[config.mk]
export PLATFORM = sky130hd
export DESIGN_NAME = gecr_config_regs
export DESIGN_NICKNAME = d
export VERILOG_FILES = /design/src/gecr_pulse_gen.v /design/src/gecr_config_regs.v
export VERILOG_INCLUDE_DIRS = /design/src
export SDC_FILE = /design/constraint.sdc
export NUM_CORES = 1
export LEC_CHECK = 0
export ABC_AREA = 1
export BUFFER_PORTS_ARGS = -buffer_cell sky130_fd_sc_hd__buf_2
export CORE_MARGIN = 2
export CORE_UTILIZATION = 45
export CTS_BUF_LIST = sky130_fd_sc_hd__clkbuf_4 sky130_fd_sc_hd__clkbuf_8 sky130_fd_sc_hd__clkbuf_16
export CTS_CLUSTER_DIAMETER = 80
export DETAILED_ROUTE_END_ITERATION = 10
export RECOVER_POWER = 50
export REMOVE_ABC_BUFFERS = 1
export SLEW_MARGIN = 40
export SYNTH_ARGS = -nofsm -noshare
export SYNTH_HDL_FRONTEND = slang
export SYNTH_SLANG_ARGS = --single-unit
[constraint.sdc]
create_clock -name clk -period 8.9 [get_ports clk]
set_clock_uncertainty 0.05 [all_clocks]
set_input_delay 0.89 -clock clk [delete_from_list [all_inputs] [get_ports clk]]
set_output_delay 0.89 -clock clk [all_outputs]
set_load 0.01 [all_outputs]
[src/gecr_defs.vh]
// Constants for the gesture engine configuration register bank
`ifndef GECR_DEFS_VH
`define GECR_DEFS_VH

// ****************************************************************
// Register addresses
// ****************************************************************
`define GECR_ADDR_WAIT 8'hA3
`define GECR_ADDR_NORTH 8'hA4
`define GECR_ADDR_SOUTH 8'hA5
`define GECR_ADDR_PULSE 8'hA6
`define GECR_ADDR_WEST 8'hA7
`define GECR_ADDR_EAST 8'hA9

// ****************************************************************
// Field layout and reset values
// ****************************************************************
`define GECR_WAIT_MSB 2
`define GECR_WAIT_LSB 0
`define GECR_WIDTH_MSB 7
`define GECR_WIDTH_LSB 6
`define GECR_COUNT_MSB 5
`define GECR_COUNT_LSB 0
`define GECR_SIGN_BIT 7
`define GECR_MAG_MSB 6
`define GECR_RST_WAIT 3'h0
`define GECR_RST_BYTE 8'h00
`define GECR_READ_NONE 8'h00

// ****************************************************************
// Timing
// ****************************************************************
`define GECR_CLK_MHZ 20
`define GECR_NS_PER_US 1000
`define GECR_WAIT_UNIT_US 2800
`define GECR_PULSE_BASE_NS 4000
`define GECR_LED_EXT_NS 1330
`define GECR_PULSE_GAP_NS 2000
// Wait time in units of the 2.8 ms step, per select code
`define GECR_WAIT_M0 32'd0
`define GECR_WAIT_M1 32'd1
`define GECR_WAIT_M2 32'd2
`define GECR_WAIT_M3 32'd3
`define GECR_WAIT_M4 32'd5
`define GECR_WAIT_M5 32'd8
`define GECR_WAIT_M6 32'd11
`define GECR_WAIT_M7 32'd14

`endif

[src/gecr_pulse_gen.v]
// LED pulse train generator for one gesture cycle
`timescale 1ns/10ps
`include "gecr_defs.vh"

module gecr_pulse_gen (
	input wire clk, // System clock
	input wire srst, // Synchronous reset, active high
	input wire start, // Start a pulse train, one-cycle pulse
	input wire abort, // Stop the train at once
	input wire [1:0] width_sel, // LED-on width select
	input wire [5:0] count_m1, // Pulse count minus one
	output reg led_ff, // LED sink active
	output reg integ_ff, // Integration window
	output reg busy_ff, // Train running
	output reg done_ff // Train finished, one-cycle pulse
);

	// ****************************************************************
	// Timing constants
	// ****************************************************************
	localparam [31:0] BASE_FULL = (`GECR_PULSE_BASE_NS * `GECR_CLK_MHZ + `GECR_NS_PER_US - 1)
		/ `GECR_NS_PER_US;
	localparam [31:0] EXT_FULL = (`GECR_LED_EXT_NS * `GECR_CLK_MHZ + `GECR_NS_PER_US - 1)
		/ `GECR_NS_PER_US;
	localparam [31:0] GAP_FULL = (`GECR_PULSE_GAP_NS * `GECR_CLK_MHZ + `GECR_NS_PER_US - 1)
		/ `GECR_NS_PER_US;
	// Counts fit the 11-bit phase counter; cut on purpose
	localparam [10:0] BASE_CYC = BASE_FULL[10:0];
	localparam [10:0] EXT_CYC = EXT_FULL[10:0];
	localparam [10:0] GAP_CYC = GAP_FULL[10:0];
	localparam ST_IDLE = 2'h0;
	localparam ST_ON = 2'h1;
	localparam ST_GAP = 2'h2;

	// ****************************************************************
	// State
	// ****************************************************************
	reg [1:0] state_ff;
	reg [1:0] nxt_state;
	reg [10:0] cnt_ff;
	reg [10:0] nxt_cnt;
	reg [5:0] left_ff;
	reg [5:0] nxt_left;
	reg [10:0] width_ff;
	reg [10:0] nxt_width;
	reg nxt_led;
	reg nxt_integ;
	reg nxt_done;

	// Next state: on phase of width plus extension, then gap
	always @* begin
		nxt_state = state_ff;
		nxt_cnt = cnt_ff;
		nxt_left = left_ff;
		nxt_width = width_ff;
		nxt_done = 1'b0;
		case (state_ff)
			ST_IDLE: begin
				if (start && !abort) begin
					nxt_width = BASE_CYC << width_sel;
					nxt_left = count_m1;
					nxt_cnt = 11'h000;
					nxt_state = ST_ON;
				end
			end
			ST_ON: begin
				if (cnt_ff == width_ff + EXT_CYC - 11'h001) begin
					nxt_cnt = 11'h000;
					nxt_state = ST_GAP;
				end else begin
					nxt_cnt = cnt_ff + 11'h001;
				end
			end
			ST_GAP: begin
				if (cnt_ff == GAP_CYC - 11'h001) begin
					nxt_cnt = 11'h000;
					if (left_ff == 6'h00) begin
						nxt_state = ST_IDLE;
						nxt_done = 1'b1;
					end else begin
						nxt_left = left_ff - 6'h01;
						nxt_state = ST_ON;
					end
				end else begin
					nxt_cnt = cnt_ff + 11'h001;
				end
			end
			default: begin
				nxt_state = ST_IDLE;
			end
		endcase
		if (abort) begin
			nxt_state = ST_IDLE;
			nxt_done = 1'b0;
		end
		nxt_led = (nxt_state == ST_ON);
		nxt_integ = (nxt_state == ST_ON) && (nxt_cnt < nxt_width);
	end

	// State registers
	always @(posedge clk) begin
		if (srst) begin
			state_ff <= ST_IDLE;
			cnt_ff <= 11'h000;
			left_ff <= 6'h00;
			width_ff <= 11'h000;
			led_ff <= 1'b0;
			integ_ff <= 1'b0;
			busy_ff <= 1'b0;
			done_ff <= 1'b0;
		end else begin
			state_ff <= nxt_state;
			cnt_ff <= nxt_cnt;
			left_ff <= nxt_left;
			width_ff <= nxt_width;
			led_ff <= nxt_led;
			integ_ff <= nxt_integ;
			busy_ff <= (nxt_state != ST_IDLE);
			done_ff <= nxt_done;
		end
	end

endmodule // gecr_pulse_gen

[src/gecr_config_regs.v]
// Gesture engine configuration registers with cycle sequencer
//
// Contract
// - Between cycles the engine idles in low power for 0, 2.8, 5.6, 8.4, 14, 22.4, 30.8 or 39.2 ms.
// - The pulse width is the integration time and the LED stays on about 1.33 us longer.
// - Each offset byte is sign and magnitude, bit 7 sign and bits 6:0 magnitude, -127 to +127.
// - North, south, west and east each hold their own 8-bit offset correction value.
// - Bits 7:6 of the pulse register select an LED-on width of 4, 8, 16 or 32 us.
// - Each cycle drives the pulse count field of bits 5:0 plus one pulses on the LED sink pin.
`timescale 1ns/10ps
`include "gecr_defs.vh"

module gecr_config_regs #(
	parameter WAIT_UNIT_CYC = `GECR_WAIT_UNIT_US * `GECR_CLK_MHZ // Cycles per 2.8 ms step
) (
	input wire clk, // System clock, 20 MHz
	input wire srst, // Synchronous reset, active high
	input wire [7:0] reg_addr, // Register address
	input wire [7:0] reg_wdata, // Write data
	input wire reg_wr, // Write strobe, one cycle
	input wire reg_rd, // Read strobe, one cycle
	output reg [7:0] reg_rdata_ff, // Read data, valid the cycle after reg_rd
	input wire gesture_engine_enable, // Engine enable from control logic
	output wire led_sink_pin, // LED sink current on, active high
	output wire integrate, // Integration window, active high
	output reg low_power_ff, // Waiting between cycles
	output reg cycle_done_ff, // Gesture cycle finished, one-cycle pulse
	output reg [8:0] north_offset_factor_ff, // North correction, two's complement
	output reg [8:0] south_offset_factor_ff, // South correction, two's complement
	output reg [8:0] west_offset_factor_ff, // West correction, two's complement
	output reg [8:0] east_offset_factor_ff // East correction, two's complement
);

	// ****************************************************************
	// Local definitions
	// ****************************************************************
	localparam ST_IDLE = 2'h0;
	localparam ST_PULSE = 2'h1;
	localparam ST_WAIT = 2'h2;

	// Sign/magnitude byte to two's complement; negative zero maps to zero
	function [8:0] sm_to_tc;
		input [7:0] v;
		reg [8:0] mag;
		begin
			mag = {2'b00, v[`GECR_MAG_MSB:0]};
			if (v[`GECR_SIGN_BIT]) begin
				sm_to_tc = 9'h000 - mag;
			end else begin
				sm_to_tc = mag;
			end
		end
	endfunction

	// Wait select code to a cycle count
	function [19:0] wait_cycles;
		input [2:0] sel;
		reg [31:0] mult;
		reg [31:0] prod;
		begin
			mult = `GECR_WAIT_M0;
			case (sel)
				3'h1: mult = `GECR_WAIT_M1;
				3'h2: mult = `GECR_WAIT_M2;
				3'h3: mult = `GECR_WAIT_M3;
				3'h4: mult = `GECR_WAIT_M4;
				3'h5: mult = `GECR_WAIT_M5;
				3'h6: mult = `GECR_WAIT_M6;
				3'h7: mult = `GECR_WAIT_M7;
				default: mult = `GECR_WAIT_M0;
			endcase
			prod = mult * WAIT_UNIT_CYC;
			wait_cycles = prod[19:0];
		end
	endfunction

	// ****************************************************************
	// Register file
	// ****************************************************************
	reg [2:0] wait_sel_ff;
	reg [7:0] north_offset_value_ff;
	reg [7:0] south_offset_value_ff;
	reg [7:0] west_offset_value_ff;
	reg [7:0] east_offset_value_ff;
	reg [7:0] pulse_cfg_ff;

	// Register writes, decoded by address
	always @(posedge clk) begin
		if (srst) begin
			wait_sel_ff <= `GECR_RST_WAIT;
			north_offset_value_ff <= `GECR_RST_BYTE;
			south_offset_value_ff <= `GECR_RST_BYTE;
			west_offset_value_ff <= `GECR_RST_BYTE;
			east_offset_value_ff <= `GECR_RST_BYTE;
			pulse_cfg_ff <= `GECR_RST_BYTE;
		end else if (reg_wr) begin
			if (reg_addr == `GECR_ADDR_WAIT) begin
				wait_sel_ff <= reg_wdata[`GECR_WAIT_MSB:`GECR_WAIT_LSB];
			end else if (reg_addr == `GECR_ADDR_NORTH) begin
				north_offset_value_ff <= reg_wdata;
			end else if (reg_addr == `GECR_ADDR_SOUTH) begin
				south_offset_value_ff <= reg_wdata;
			end else if (reg_addr == `GECR_ADDR_PULSE) begin
				pulse_cfg_ff <= reg_wdata;
			end else if (reg_addr == `GECR_ADDR_WEST) begin
				west_offset_value_ff <= reg_wdata;
			end else if (reg_addr == `GECR_ADDR_EAST) begin
				east_offset_value_ff <= reg_wdata;
			end
		end
	end

	// Read data, captured on the read strobe; unmapped addresses read zero
	always @(posedge clk) begin
		if (srst) begin
			reg_rdata_ff <= `GECR_READ_NONE;
		end else if (reg_rd) begin
			if (reg_addr == `GECR_ADDR_WAIT) begin
				reg_rdata_ff <= {5'h00, wait_sel_ff};
			end else if (reg_addr == `GECR_ADDR_NORTH) begin
				reg_rdata_ff <= north_offset_value_ff;
			end else if (reg_addr == `GECR_ADDR_SOUTH) begin
				reg_rdata_ff <= south_offset_value_ff;
			end else if (reg_addr == `GECR_ADDR_PULSE) begin
				reg_rdata_ff <= pulse_cfg_ff;
			end else if (reg_addr == `GECR_ADDR_WEST) begin
				reg_rdata_ff <= west_offset_value_ff;
			end else if (reg_addr == `GECR_ADDR_EAST) begin
				reg_rdata_ff <= east_offset_value_ff;
			end else begin
				reg_rdata_ff <= `GECR_READ_NONE;
			end
		end
	end

	// ****************************************************************
	// Offset correction factors
	// ****************************************************************

	// Per-channel signed factors for the correction datapath
	always @(posedge clk) begin
		if (srst) begin
			north_offset_factor_ff <= 9'h000;
			south_offset_factor_ff <= 9'h000;
			west_offset_factor_ff <= 9'h000;
			east_offset_factor_ff <= 9'h000;
		end else begin
			north_offset_factor_ff <= sm_to_tc(north_offset_value_ff);
			south_offset_factor_ff <= sm_to_tc(south_offset_value_ff);
			west_offset_factor_ff <= sm_to_tc(west_offset_value_ff);
			east_offset_factor_ff <= sm_to_tc(east_offset_value_ff);
		end
	end

	// ****************************************************************
	// Cycle sequencer
	// ****************************************************************
	reg [1:0] state_ff;
	reg [1:0] nxt_state;
	reg [19:0] wait_cnt_ff;
	reg [19:0] nxt_wait_cnt;
	reg start_ff;
	reg nxt_start;
	reg [7:0] snap_pulse_ff;
	reg [2:0] snap_wait_ff;
	wire pg_done;

	// Pulse phase, then low-power wait, repeated while enabled
	always @* begin
		nxt_state = state_ff;
		nxt_wait_cnt = wait_cnt_ff;
		nxt_start = 1'b0;
		case (state_ff)
			ST_IDLE: begin
				if (gesture_engine_enable) begin
					nxt_start = 1'b1;
					nxt_state = ST_PULSE;
				end
			end
			ST_PULSE: begin
				if (pg_done) begin
					nxt_wait_cnt = wait_cycles(snap_wait_ff);
					if (wait_cycles(snap_wait_ff) == 20'h00000) begin
						nxt_start = 1'b1;
					end else begin
						nxt_state = ST_WAIT;
					end
				end
			end
			ST_WAIT: begin
				if (wait_cnt_ff == 20'h00001) begin
					nxt_wait_cnt = 20'h00000;
					nxt_start = 1'b1;
					nxt_state = ST_PULSE;
				end else begin
					nxt_wait_cnt = wait_cnt_ff - 20'h00001;
				end
			end
			default: begin
				nxt_state = ST_IDLE;
			end
		endcase
		if (!gesture_engine_enable) begin
			nxt_state = ST_IDLE;
			nxt_start = 1'b0;
			nxt_wait_cnt = 20'h00000;
		end
	end

	// Sequencer registers; settings are sampled as each cycle starts
	always @(posedge clk) begin
		if (srst) begin
			state_ff <= ST_IDLE;
			wait_cnt_ff <= 20'h00000;
			start_ff <= 1'b0;
			snap_pulse_ff <= `GECR_RST_BYTE;
			snap_wait_ff <= `GECR_RST_WAIT;
			low_power_ff <= 1'b0;
			cycle_done_ff <= 1'b0;
		end else begin
			state_ff <= nxt_state;
			wait_cnt_ff <= nxt_wait_cnt;
			start_ff <= nxt_start;
			if (nxt_start) begin
				snap_pulse_ff <= pulse_cfg_ff;
				snap_wait_ff <= wait_sel_ff;
			end
			low_power_ff <= (nxt_state == ST_WAIT);
			cycle_done_ff <= pg_done && gesture_engine_enable;
		end
	end

	// LED pulse train
	gecr_pulse_gen u_pulse (
		.clk(clk),
		.srst(srst),
		.start(start_ff),
		.abort(!gesture_engine_enable),
		.width_sel(snap_pulse_ff[`GECR_WIDTH_MSB:`GECR_WIDTH_LSB]),
		.count_m1(snap_pulse_ff[`GECR_COUNT_MSB:`GECR_COUNT_LSB]),
		.led_ff(led_sink_pin),
		.integ_ff(integrate),
		.busy_ff(),
		.done_ff(pg_done)
	);

endmodule // gecr_config_regs

==> metrics.cfg, run 1 <==
[run_status]
outcome=finished with violations
violations=max-capacitance violations, max-slew violations

[die]
core-area_mm2=0.0181
dieArea_mm2=0.0198
start_util_pct=46.3
die_w_um=141
boundaryPins=69
rows=49
die_y_um=141

[layout]
areaGrowthSynthToFinish_pct=11.5
nets=1288
final_cell_mix=179 x nand2_1, 167 x inv_1, 152 x dfxtp_1
mostFrequentLayoutCell=nand2_1
fin_area_mm2=0.00937
drive_gt1_share_pct=9.02
diodes=0

[synthesis]
synth-seq-cells=152
synth_cells=1166
syn_area_mm2=0.00840
synth-seq-area-share_pct=36.2
ys_types=53
yosys_most_used_dff=dfxtp_1
syn_area_per_cell_um2=7.21
ys_warn_count=0
synth_edf_count=0
synthArstFlopShare_pct=0

[pwr]
p_leak_nw=4.02
ir_drop_mv=0.156
p_total_mw=1.55
power_per_cell_area_mw_per_mm2=166

[timing]
rsz0062_at_grt=no
tightest_slew_ns=3.11
hold_viol_final=0
relSlewSlack_pct=-107
report.final.setup_viol=0
layout_setup_ws_ns=3.66
fin_hold_ws_ns=0.420
period_share_pct=58.9
drv_slew=125
clock.fmax_mhz=191
final.setup.tns_ns=0
fin_crit_ns=5.24

[global_route]
grt_max_degree=81
grt_overflow_total=0
antenna_found_initial=0
grtUsageTotal_pct=21.3
grt_pass1_vias=6994
grt_pass1_wl_um=34300

[cts]
post_cts_resized=0
root_buffer=clkbuf_16
cts_tree=done
htree_num_levels=4
cts_buffers=17
clkLatencyLatePin_ns=0.43
clk_pin_slew_ns=0.07
clockBufferDepth=2
cts.sinks=152
post-cts-setup-buffers=0
postCtsHoldBufs=0

[setup_path]
cp.arrival_ns=5.50
cpMostUsedCell=ha_1
worst-path-stages=26
critPathBufInv=4
crit_path_max_incr_delay_ns=0.58
cpMaxStageDelayCell=dfxtp_1
crit_required_ns=9.16
start_kind=register
crit_fanout=22
critPathKind=register to register
end_kind=register
worstRegToRegCells=26
cp_top_family=adder cells

[place]
portBuffers=68
pre_cts_ws_ns=3.69
place_area_mm2=0.00884
gp_congestion=0.828
hpwl_um=15100

[detailed_routing]
vias=7589
wl_per_cell_um=14.1
vias_per_cell=5.20
routed_wl_um=20600
drtPass1Iterations=5
drc=0
drt_iter0_drc=421
final_antenna_net_count=0

[hold_path]
hold_class=register to register
hold_depth=2

[flow_run]
drv_cap=2

final cells by class:
class	instances	area, um2
inverter	183	688
timing repair buffer	69	283
fill	1849	8780
sequential	152	3040
multi-input combinational	796	4470
clock inverter	13	159
tap	229	287
clock buffer	18	439
flip-flops by register name (all words and copies together) (netlist names), 3 cells and up:
name	flops
south_offset_value_ff	8
pulse_cfg_ff	8
u_pulse.cnt_ff	11
south_offset_factor_ff	8
snap_wait_ff	3
west_offset_value_ff	8
wait_sel_ff	3
u_pulse.left_ff	6
north_offset_factor_ff	8
u_pulse.width_ff	11
west_offset_factor_ff	8
reg_rdata_ff	8
north_offset_value_ff	8
wait_cnt_ff	20
east_offset_value_ff	8
east_offset_factor_ff	8
snap_pulse_ff	8
worst reg2reg max path, stage by stage, from the launching register on:
cell and delay [ns]:
dfxtp_1 0.58, inv_1 0.14, ha_1 0.20, nor2_1 0.23, inv_1 0.10, nor2_1 0.12, o21ai_0 0.09, nand2_1 0.12
inv_1 0.10, ha_1 0.31, ha_1 0.32, fa_1 0.48, ha_1 0.31, ha_1 0.31, ha_1 0.33, inv_1 0.12
o21bai_1 0.11, a21oi_1 0.18, nand2_1 0.08, nand2_1 0.07, nand2_2 0.06, nor2_2 0.13, nand3_2 0.11, nand2_4 0.21
nand3_1 0.12, nand2_1 0.09, nor2_2 0.05
report_power, final:
| part | total (mW) | switching, mW | internal [mW] |
|---|---|---|---|
| logic | 0.118 | 0.0775 | 0.0404 |
| registers | 0.695 | 0.00723 | 0.687 |
| clock network | 0.742 | 0.314 | 0.428 |
final timing paths:
| check | from | end | slack [ns] |
|---|---|---|---|
| setup / recovery | snap_wait_ff[2]$_SDFFE_PP0P_ | snap_wait_ff[0]$_SDFFE_PP0P_ | 3.66 |
| hold / removal | reg_rdata_ff[6]$_SDFFE_PP0P_ | reg_rdata_ff[6]$_SDFFE_PP0P_ | 0.42 |
| setup reg to reg | snap_wait_ff[2]$_SDFFE_PP0P_ | snap_wait_ff[0]$_SDFFE_PP0P_ | 3.66 |
| hold reg to reg | reg_rdata_ff[6]$_SDFFE_PP0P_ | reg_rdata_ff[6]$_SDFFE_PP0P_ | 0.42 |
logic make-up (layout without fill, tap and decap cells):
family	after synthesis	in the layout	share of synthesized area [%]
and+or+nand+nor	433	433	23.8
AOI/OAI and AO/OA	293	293	19.7
buffers and inverters	218	283	10.6
DFF	152	152	36.2
adders and majority gates	48	48	7.33
xor gates and xnor gates	22	22	2.38
metal layers:
layer | part of all wire (%) | GRT usage (%) | up-vias | wire length (um)
met1 | 49 | 28.6 | 3436 | 10100
met2 | 47 | 35.7 | 135 | 9650
met5 | 0 | 0 | - | 0
met4 | 1.2 | 5.68 | 0 | 247
met3 | 3.1 | 3.67 | 19 | 648
li1 | - | - | 3999 | -
cell usage after synthesis, types with 4 or more instances:
cell type,instances,area [um2]
nor4_1,7,43.8
a31oi_1,9,56.3
a221oi_1,5,43.8
a21oi_2,5,43.8
inv_2,11,41.3
o21ai_2,7,61.3
buf_2,8,40.0
buf_4,6,45.0
nand2_1,179,672
ha_1,46,576
dfxtp_1,152,3040
inv_1,167,627
nor2_1,96,360
a311oi_1,4,35.0
nor2_2,6,37.5
xor2_1,12,105
nand3_2,9,90.1
nor3_1,44,220
clkbuf_1,17,63.8
xnor2_1,9,78.8
o211ai_1,10,75.1
nand4_1,15,93.8
o22ai_1,8,50.1
nand3_1,55,275
o21ai_1,8,40.0
a21oi_1,121,606
clkinv_1,4,15.0
o31ai_1,4,30.0
nand2_2,8,50.1
o21ai_0,95,475
stage by stage:
stage | std cells | util, %
floorplan | 1131 | -
finish | 1460 | 51.6
global placement | 1429 | 48.7
detailed placement | 1429 | 48.7
global route | 1460 | 51.6
CTS | 1460 | 52.0
No activity file was read; power rests on OpenSTA's default activity.
==> inputs of run 2 (changes only) <==
- clock period: 8.9 -> 4.9 ns (I/O delays scaled with it)
==> run 2 against run 1 <==
  * Non-clock buffer count rose by 5
  * The run still ends with max-capacitance violations, max-slew violations left
  * Largest cell class unchanged
  * Register-to-register slack got worse by 3.4 ns
  * Global-route usage fell by 0.20 points
  * Flip-flop and latch count did not move
  * Routed wire length rose by 0.29%
  * Worst setup slack got worse by 3.4 ns
  * Clock-buffer cell count fell by 1
  * Sequential power rose by 81%
==> metrics.cfg, run 2 (synthesis gave the netlist of run 1 again) <==
[die]
boundaryPins=69  ; unchanged
core-area_mm2=0.0181  ; unchanged
die_w_um=141  ; unchanged
start_util_pct=46.3  ; unchanged
die_y_um=141  ; unchanged
rows=49  ; unchanged
dieArea_mm2=0.0198  ; unchanged

[layout]
nets=1295  ; was 1,288
areaGrowthSynthToFinish_pct=12.7  ; was 11.5%
mostFrequentLayoutCell=nand2_1  ; unchanged
drive_gt1_share_pct=10.3  ; was 9.02%
final_cell_mix=179 x nand2_1, 166 x inv_1, 151 x dfxtp_1  ; was 179 x nand2_1, 167 x inv_1, 152 x dfxtp_1
final_util_pct=52.2  ; was 51.6%
largest_reg_flops=20  ; unchanged
reg.largest.list=wait_cnt_ff x20, u_pulse.cnt_ff x11, u_pulse.width_ff x11  ; unchanged
diodes=0  ; unchanged
top_register=wait_cnt_ff  ; unchanged

[setup_path]
timing.rr.start=snap_wait_ff[1]$_SDFFE_PP0P_  ; was snap_wait_ff[2]$_SDFFE_PP0P_
r2r_slack_ns=0.29  ; was 3.66 ns
end_kind=register  ; unchanged
crit_required_ns=5.18  ; was 9.16 ns
r2r_end=snap_pulse_ff[4]$_SDFFE_PP0P_  ; was snap_wait_ff[0]$_SDFFE_PP0P_
cp.arrival_ns=4.88  ; was 5.50 ns
crit_fanout=11  ; was 22
worstRegToRegCells=25  ; was 26
start_kind=register  ; unchanged
critPathKind=register to register  ; unchanged

[detailed_routing]
drt_iter0_drc=403  ; was 421
vias_per_cell=5.19  ; was 5.20
routed_wl_um=20700  ; was 20,600 um
final_antenna_net_count=0  ; unchanged
drtPass1Iterations=5  ; unchanged
vias=7624  ; was 7,589
drc=0  ; unchanged
wl_per_cell_um=14.1  ; about the same

[timing]
drv_slew=44  ; was 125
period_share_pct=94.0  ; was 58.9%
clock.fmax_mhz=217  ; was 191 MHz
fin_crit_ns=4.61  ; was 5.24 ns
relSlewSlack_pct=-43.4  ; was -107%
tightest_slew_ns=2.15  ; was 3.11 ns
report.final.setup_viol=0  ; unchanged
hold_viol_final=0  ; unchanged
fin_hold_ws_ns=0.339  ; was 0.420 ns

[flow_run]
drv_cap=1  ; was 2

[global_route]
grt_pass1_wl_um=34100  ; was 34,300 um
antenna_found_initial=0  ; unchanged
grtUsageTotal_pct=21.1  ; was 21.3%
grt_max_degree=81  ; unchanged
grt_pass1_vias=7057  ; was 6,994
grt_overflow_total=0  ; unchanged

[hold_path]
hold_depth=3  ; was 2
hold_class=primary input to register  ; was register to register
worstHoldStart=reg_rd  ; was reg_rdata_ff[6]$_SDFFE_PP0P_
hold_path_end=reg_rdata_ff[0]$_SDFFE_PP0P_  ; was reg_rdata_ff[6]$_SDFFE_PP0P_

[cts]
cts.sinks=152  ; unchanged
clk_pin_slew_ns=0.07  ; about the same
cts_tree=done  ; unchanged
cts_buffers=17  ; unchanged
post-cts-setup-buffers=0  ; unchanged
htree_num_levels=4  ; unchanged
clkLatencyLatePin_ns=0.43  ; about the same
postCtsHoldBufs=0  ; unchanged
clockBufferDepth=2  ; unchanged
root_buffer=clkbuf_16  ; unchanged

[pwr]
power_per_cell_area_mw_per_mm2=289  ; was 166 mW/mm2
p_leak_nw=4.05  ; was 4.02 nW
ir_drop_mv=0.254  ; was 0.156 mV

[place]
hpwl_um=15100  ; about the same
portBuffers=68  ; unchanged
gp_congestion=0.835  ; was 0.828

[run_status]
violations=max-capacitance violations, max-slew violations  ; unchanged
outcome=finished with violations  ; unchanged

## run 2: worst max path at each step
stage	slack, ns	cells after the start	to	startpoint
finish	0.29	25	snap_pulse_ff[4]$_SDFFE_PP0P_	snap_wait_ff[1]$_SDFFE_PP0P_
global route	-0.01	25	snap_wait_ff[0]$_SDFFE_PP0P_	snap_wait_ff[1]$_SDFFE_PP0P_
CTS	0.03	25	snap_pulse_ff[6]$_SDFFE_PP0P_	snap_wait_ff[1]$_SDFFE_PP0P_
detailed placement	-0.008	24	snap_pulse_ff[6]$_SDFFE_PP0P_	snap_wait_ff[1]$_SDFFE_PP0P_
global placement	0.20	24	snap_wait_ff[0]$_SDFFE_PP0P_	snap_wait_ff[1]$_SDFFE_PP0P_
floorplan	0.17	26	snap_wait_ff[0]$_SDFFE_PP0P_	snap_wait_ff[2]$_SDFFE_PP0P_
## run 2: layout make-up
| cell class | instances | area (um2) |
|---|---|---|
| Tap cell | 229 | 287 |
| Inverter | 183 | 688 |
| Fill cell | 1832 | 8680 |
| Clock inverter | 15 | 130 |
| Multi-Input combinational cell | 798 | 4570 |
| Timing Repair Buffer | 74 | 322 |
| Clock buffer | 17 | 425 |
| Sequential cell | 152 | 3040 |
## run 2: through the flow
stage / setup TNS, ns / power (mW) / setup slack, ns / cells / cell area, um2
2_1_floorplan: 0 / 1.43 / 0.165 / 1131 / 8200
3_3_place_gp: 0 / 1.50 / 0.199 / 1434 / 8870
3_5_place_dp: -0.0124 / 1.51 / -0.00791 / 1434 / 8870
4_1_cts: 0 / 2.74 / 0.0310 / 1466 / 9430
5_1_grt: -0.0373 / 2.83 / -0.0115 / 1468 / 9470
6_report: 0 / 2.74 / 0.295 / 1468 / 9470
## run 2: power breakdown
part	internal [mW]	leakage [nW]	switching [mW]
registers	1.25	1.23	0.0113
logic	0.0807	2.55	0.154
clock network	0.667	0.275	0.574
total	2.00	4.05	0.739
## run 2: timing repair
| action | 4_1_cts | 5_1_grt |
|---|---|---|
| cloned | 0 | 2 |
| setup endpoints to repair | 11 | 13 |
| pin swaps | 0 | 3 |
| gates resized for setup | 1 | 11 |
## run 2: worst max-delay path, cell delays in order (launching register included)
cell,delay [ns]
dfxtp_2,0.36
ha_1,0.25
nor2_2,0.14
inv_1,0.07
nor2_1,0.12
o21ai_0,0.10
nand2_1,0.11
inv_1,0.11
ha_1,0.32
ha_1,0.32
fa_1,0.49
ha_1,0.35
ha_4,0.27
ha_4,0.25
inv_2,0.10
o21bai_4,0.08
a21oi_2,0.13
nand2_1,0.07
nand2_1,0.07
nand2_2,0.07
nor2_4,0.14
nand3_4,0.17
nand2_8,0.17
nand3_1,0.08
nand2_1,0.07
nor2_1,0.04
## run 2: layer usage
metal	GRT usage [%]	part of all wire [%]	vias to the layer above
li1	-	-	4006
met1	28.3	48	3465
met2	35.6	47	128
met3	3.09	3.4	25
met4	5.74	1.4	0
met5	0	0	-
==> inputs of run 3 (changes only) <==
- ABC_CLOCK_PERIOD_IN_PS: default -> 4900
- RECOVER_POWER: 50 -> 100
- SLEW_MARGIN: 40 -> 20
==> run 3 against run 2 <==
  * The flow still finishes with violations (max-capacitance violations, max-slew violations)
  * Fmax is essentially flat
  * Die area did not move
  * Sequential power barely moved
  * Critical path depth unchanged
  * Largest power group unchanged
  * Highest routed layer unchanged
  * Register-to-register slack is essentially flat
==> metrics.cfg, run 3 (synthesis gave the netlist of run 1 again) <==
[setup_path]
r2r_slack_ns=0.29  ; about the same
crit_required_ns=5.18  ; about the same
crit_fanout=11  ; unchanged
start_kind=register  ; unchanged
critPathKind=register to register  ; unchanged
cp.arrival_ns=4.88  ; about the same
end_kind=register  ; unchanged

[detailed_routing]
wl_per_cell_um=14.0  ; was 14.1 um
vias=7628  ; was 7,624
routed_wl_um=20600  ; was 20,700 um
drt_iter0_drc=402  ; was 403
final_antenna_net_count=0  ; unchanged
drtPass1Iterations=4  ; was 5
drc=0  ; unchanged
vias_per_cell=5.20  ; was 5.19

[global_route]
gr-max-usage-layer=met2  ; unchanged
grtUsageTotal_pct=21.1  ; unchanged
use_met1_pct=28.3  ; unchanged
grt_use_met3_pct=3.09  ; unchanged
grt_overflow_total=0  ; unchanged
grt_pass1_wl_um=34100  ; unchanged
grt_max_degree=81  ; unchanged
grt_util_met2_pct=35.6  ; unchanged
grt_pass1_vias=7057  ; unchanged
antenna_found_initial=0  ; unchanged

[layout]
drive_gt1_share_pct=10.1  ; was 10.3%
nets=1295  ; unchanged
top_register=wait_cnt_ff  ; unchanged
largest_reg_flops=20  ; unchanged
fin_area_mm2=0.00945  ; was 0.00947 mm2
areaGrowthSynthToFinish_pct=12.5  ; was 12.7%
diodes=0  ; unchanged
final_cell_mix=179 x nand2_1, 166 x inv_1, 151 x dfxtp_1  ; unchanged
final_util_pct=52.1  ; was 52.2%
fin_cells=1468  ; unchanged
mostFrequentLayoutCell=nand2_1  ; unchanged
reg.largest.list=wait_cnt_ff x20, u_pulse.cnt_ff x11, u_pulse.width_ff x11  ; unchanged

[cts]
cts_tree=done  ; unchanged
postCtsHoldBufs=0  ; unchanged
root_buffer=clkbuf_16  ; unchanged
clockBufferDepth=2  ; unchanged
clk_pin_slew_ns=0.07  ; about the same
cts.sinks=152  ; unchanged
cts_buffers=17  ; unchanged
clkLatencyLatePin_ns=0.43  ; about the same
htree_num_levels=4  ; unchanged

[timing]
relSlewSlack_pct=-43.6  ; was -43.4%
final.setup.tns_ns=0  ; unchanged
period_share_pct=94.0  ; about the same
fin_crit_ns=4.61  ; about the same
drv_slew=44  ; unchanged
clock.fmax_mhz=217  ; about the same
report.final.setup_viol=0  ; unchanged
fin_hold_ws_ns=0.339  ; about the same
tightest_slew_ns=2.15  ; about the same
hold_viol_final=0  ; unchanged
layout_setup_ws_ns=0.295  ; about the same

[run_status]
violations=max-capacitance violations, max-slew violations  ; unchanged
outcome=finished with violations  ; unchanged

[place]
dp_cells=1434  ; unchanged
gp_congestion=0.835  ; unchanged
hpwl_um=15100  ; unchanged
portBuffers=68  ; unchanged
pre_cts_ws_ns=-0.00791  ; unchanged
place_area_mm2=0.00887  ; unchanged

[pwr]
ir_drop_mv=0.253  ; was 0.254 mV
p_sw_share_pct=27.0  ; about the same
intPower_mw=2.00  ; about the same
p_total_mw=2.73  ; was 2.74 mW
clockPowerShare_pct=45.4  ; about the same
seqPwrFrac_pct=46.1  ; about the same
comb_power_share_pct=8.5  ; was 8.6%
p_leak_nw=4.05  ; about the same
power.net_switching_mw=0.738  ; was 0.739 mW
power_per_cell_area_mw_per_mm2=289  ; about the same

[die]
dieArea_mm2=0.0198  ; unchanged
boundaryPins=69  ; unchanged
rows=49  ; unchanged
start_util_pct=46.3  ; unchanged
die_w_um=141  ; unchanged
core-area_mm2=0.0181  ; unchanged
die_y_um=141  ; unchanged

[flow_run]
drv_cap=1  ; unchanged

[hold_path]
hold_class=primary input to register  ; unchanged

## run 3: changes by cell type in the layout (fill, tap and decap cells not counted)
| cell | before | now |
|---|---|---|
| a21oi_1 | 120 | 121 |
| o21ai_4 | 1 | 0 |
| a21oi_2 | 6 | 5 |
| o21ai_0 | 95 | 98 |
| o21ai_1 | 8 | 6 |
## run 3: path summary, 6_finish.rpt
| kind | start | endpoint | depth (start not counted) |
|---|---|---|---|
| max reg2reg | snap_wait_ff[1]$_SDFFE_PP0P_ | snap_pulse_ff[4]$_SDFFE_PP0P_ | 25 |
| max | snap_wait_ff[1]$_SDFFE_PP0P_ | snap_pulse_ff[4]$_SDFFE_PP0P_ | 25 |
| min | reg_rd | reg_rdata_ff[0]$_SDFFE_PP0P_ | 3 |
| min reg2reg | reg_rdata_ff[6]$_SDFFE_PP0P_ | reg_rdata_ff[6]$_SDFFE_PP0P_ | 2 |
## run 3: routing by layer
layer	share of wire (%)	wire, um
met1	48	9950
met2	47	9710
met3	3.3	678
met4	1.4	282
met5	0	0
## run 3: repair_timing
action,in CTS,in global routing
gates resized for setup,1,11
gates cloned,0,2
pin swaps,0,3
setup buffers,0,0
setup endpoints to repair,11,13
## run 3: worst max-delay path: stages, from the launching register on
cell and delay (ns):
dfxtp_2 0.36, ha_1 0.25, nor2_2 0.14, inv_1 0.07
nor2_1 0.12, o21ai_0 0.10, nand2_1 0.11, inv_1 0.11
ha_1 0.32, ha_1 0.32, fa_1 0.49, ha_1 0.35
ha_4 0.27, ha_4 0.25, inv_2 0.10, o21bai_4 0.08
a21oi_2 0.13, nand2_1 0.07, nand2_1 0.07, nand2_2 0.07
nor2_4 0.14, nand3_4 0.17, nand2_8 0.17, nand3_1 0.08
nand2_1 0.07, nor2_1 0.04
## run 3: power groups by stage
stage / clock, mW / sequential [mW] / combinational, mW
6_report: 1.24 / 1.26 / 0.234
5_1_grt: 1.31 / 1.26 / 0.267
4_1_cts: 1.26 / 1.26 / 0.221
3_5_place_dp: 0 / 1.29 / 0.220
3_3_place_gp: 0 / 1.29 / 0.217
2_1_floorplan: 0 / 1.29 / 0.148
## run 3: final cells by class
type                    count  area (um2)
clock buffers              17         425
clock inverters            15         130
fillers                  1836        8690
inverters                 183         688
multi-input cells         798        4560
flip-flops and latches    152        3040
well taps                 229         287
repair buffers             74         322
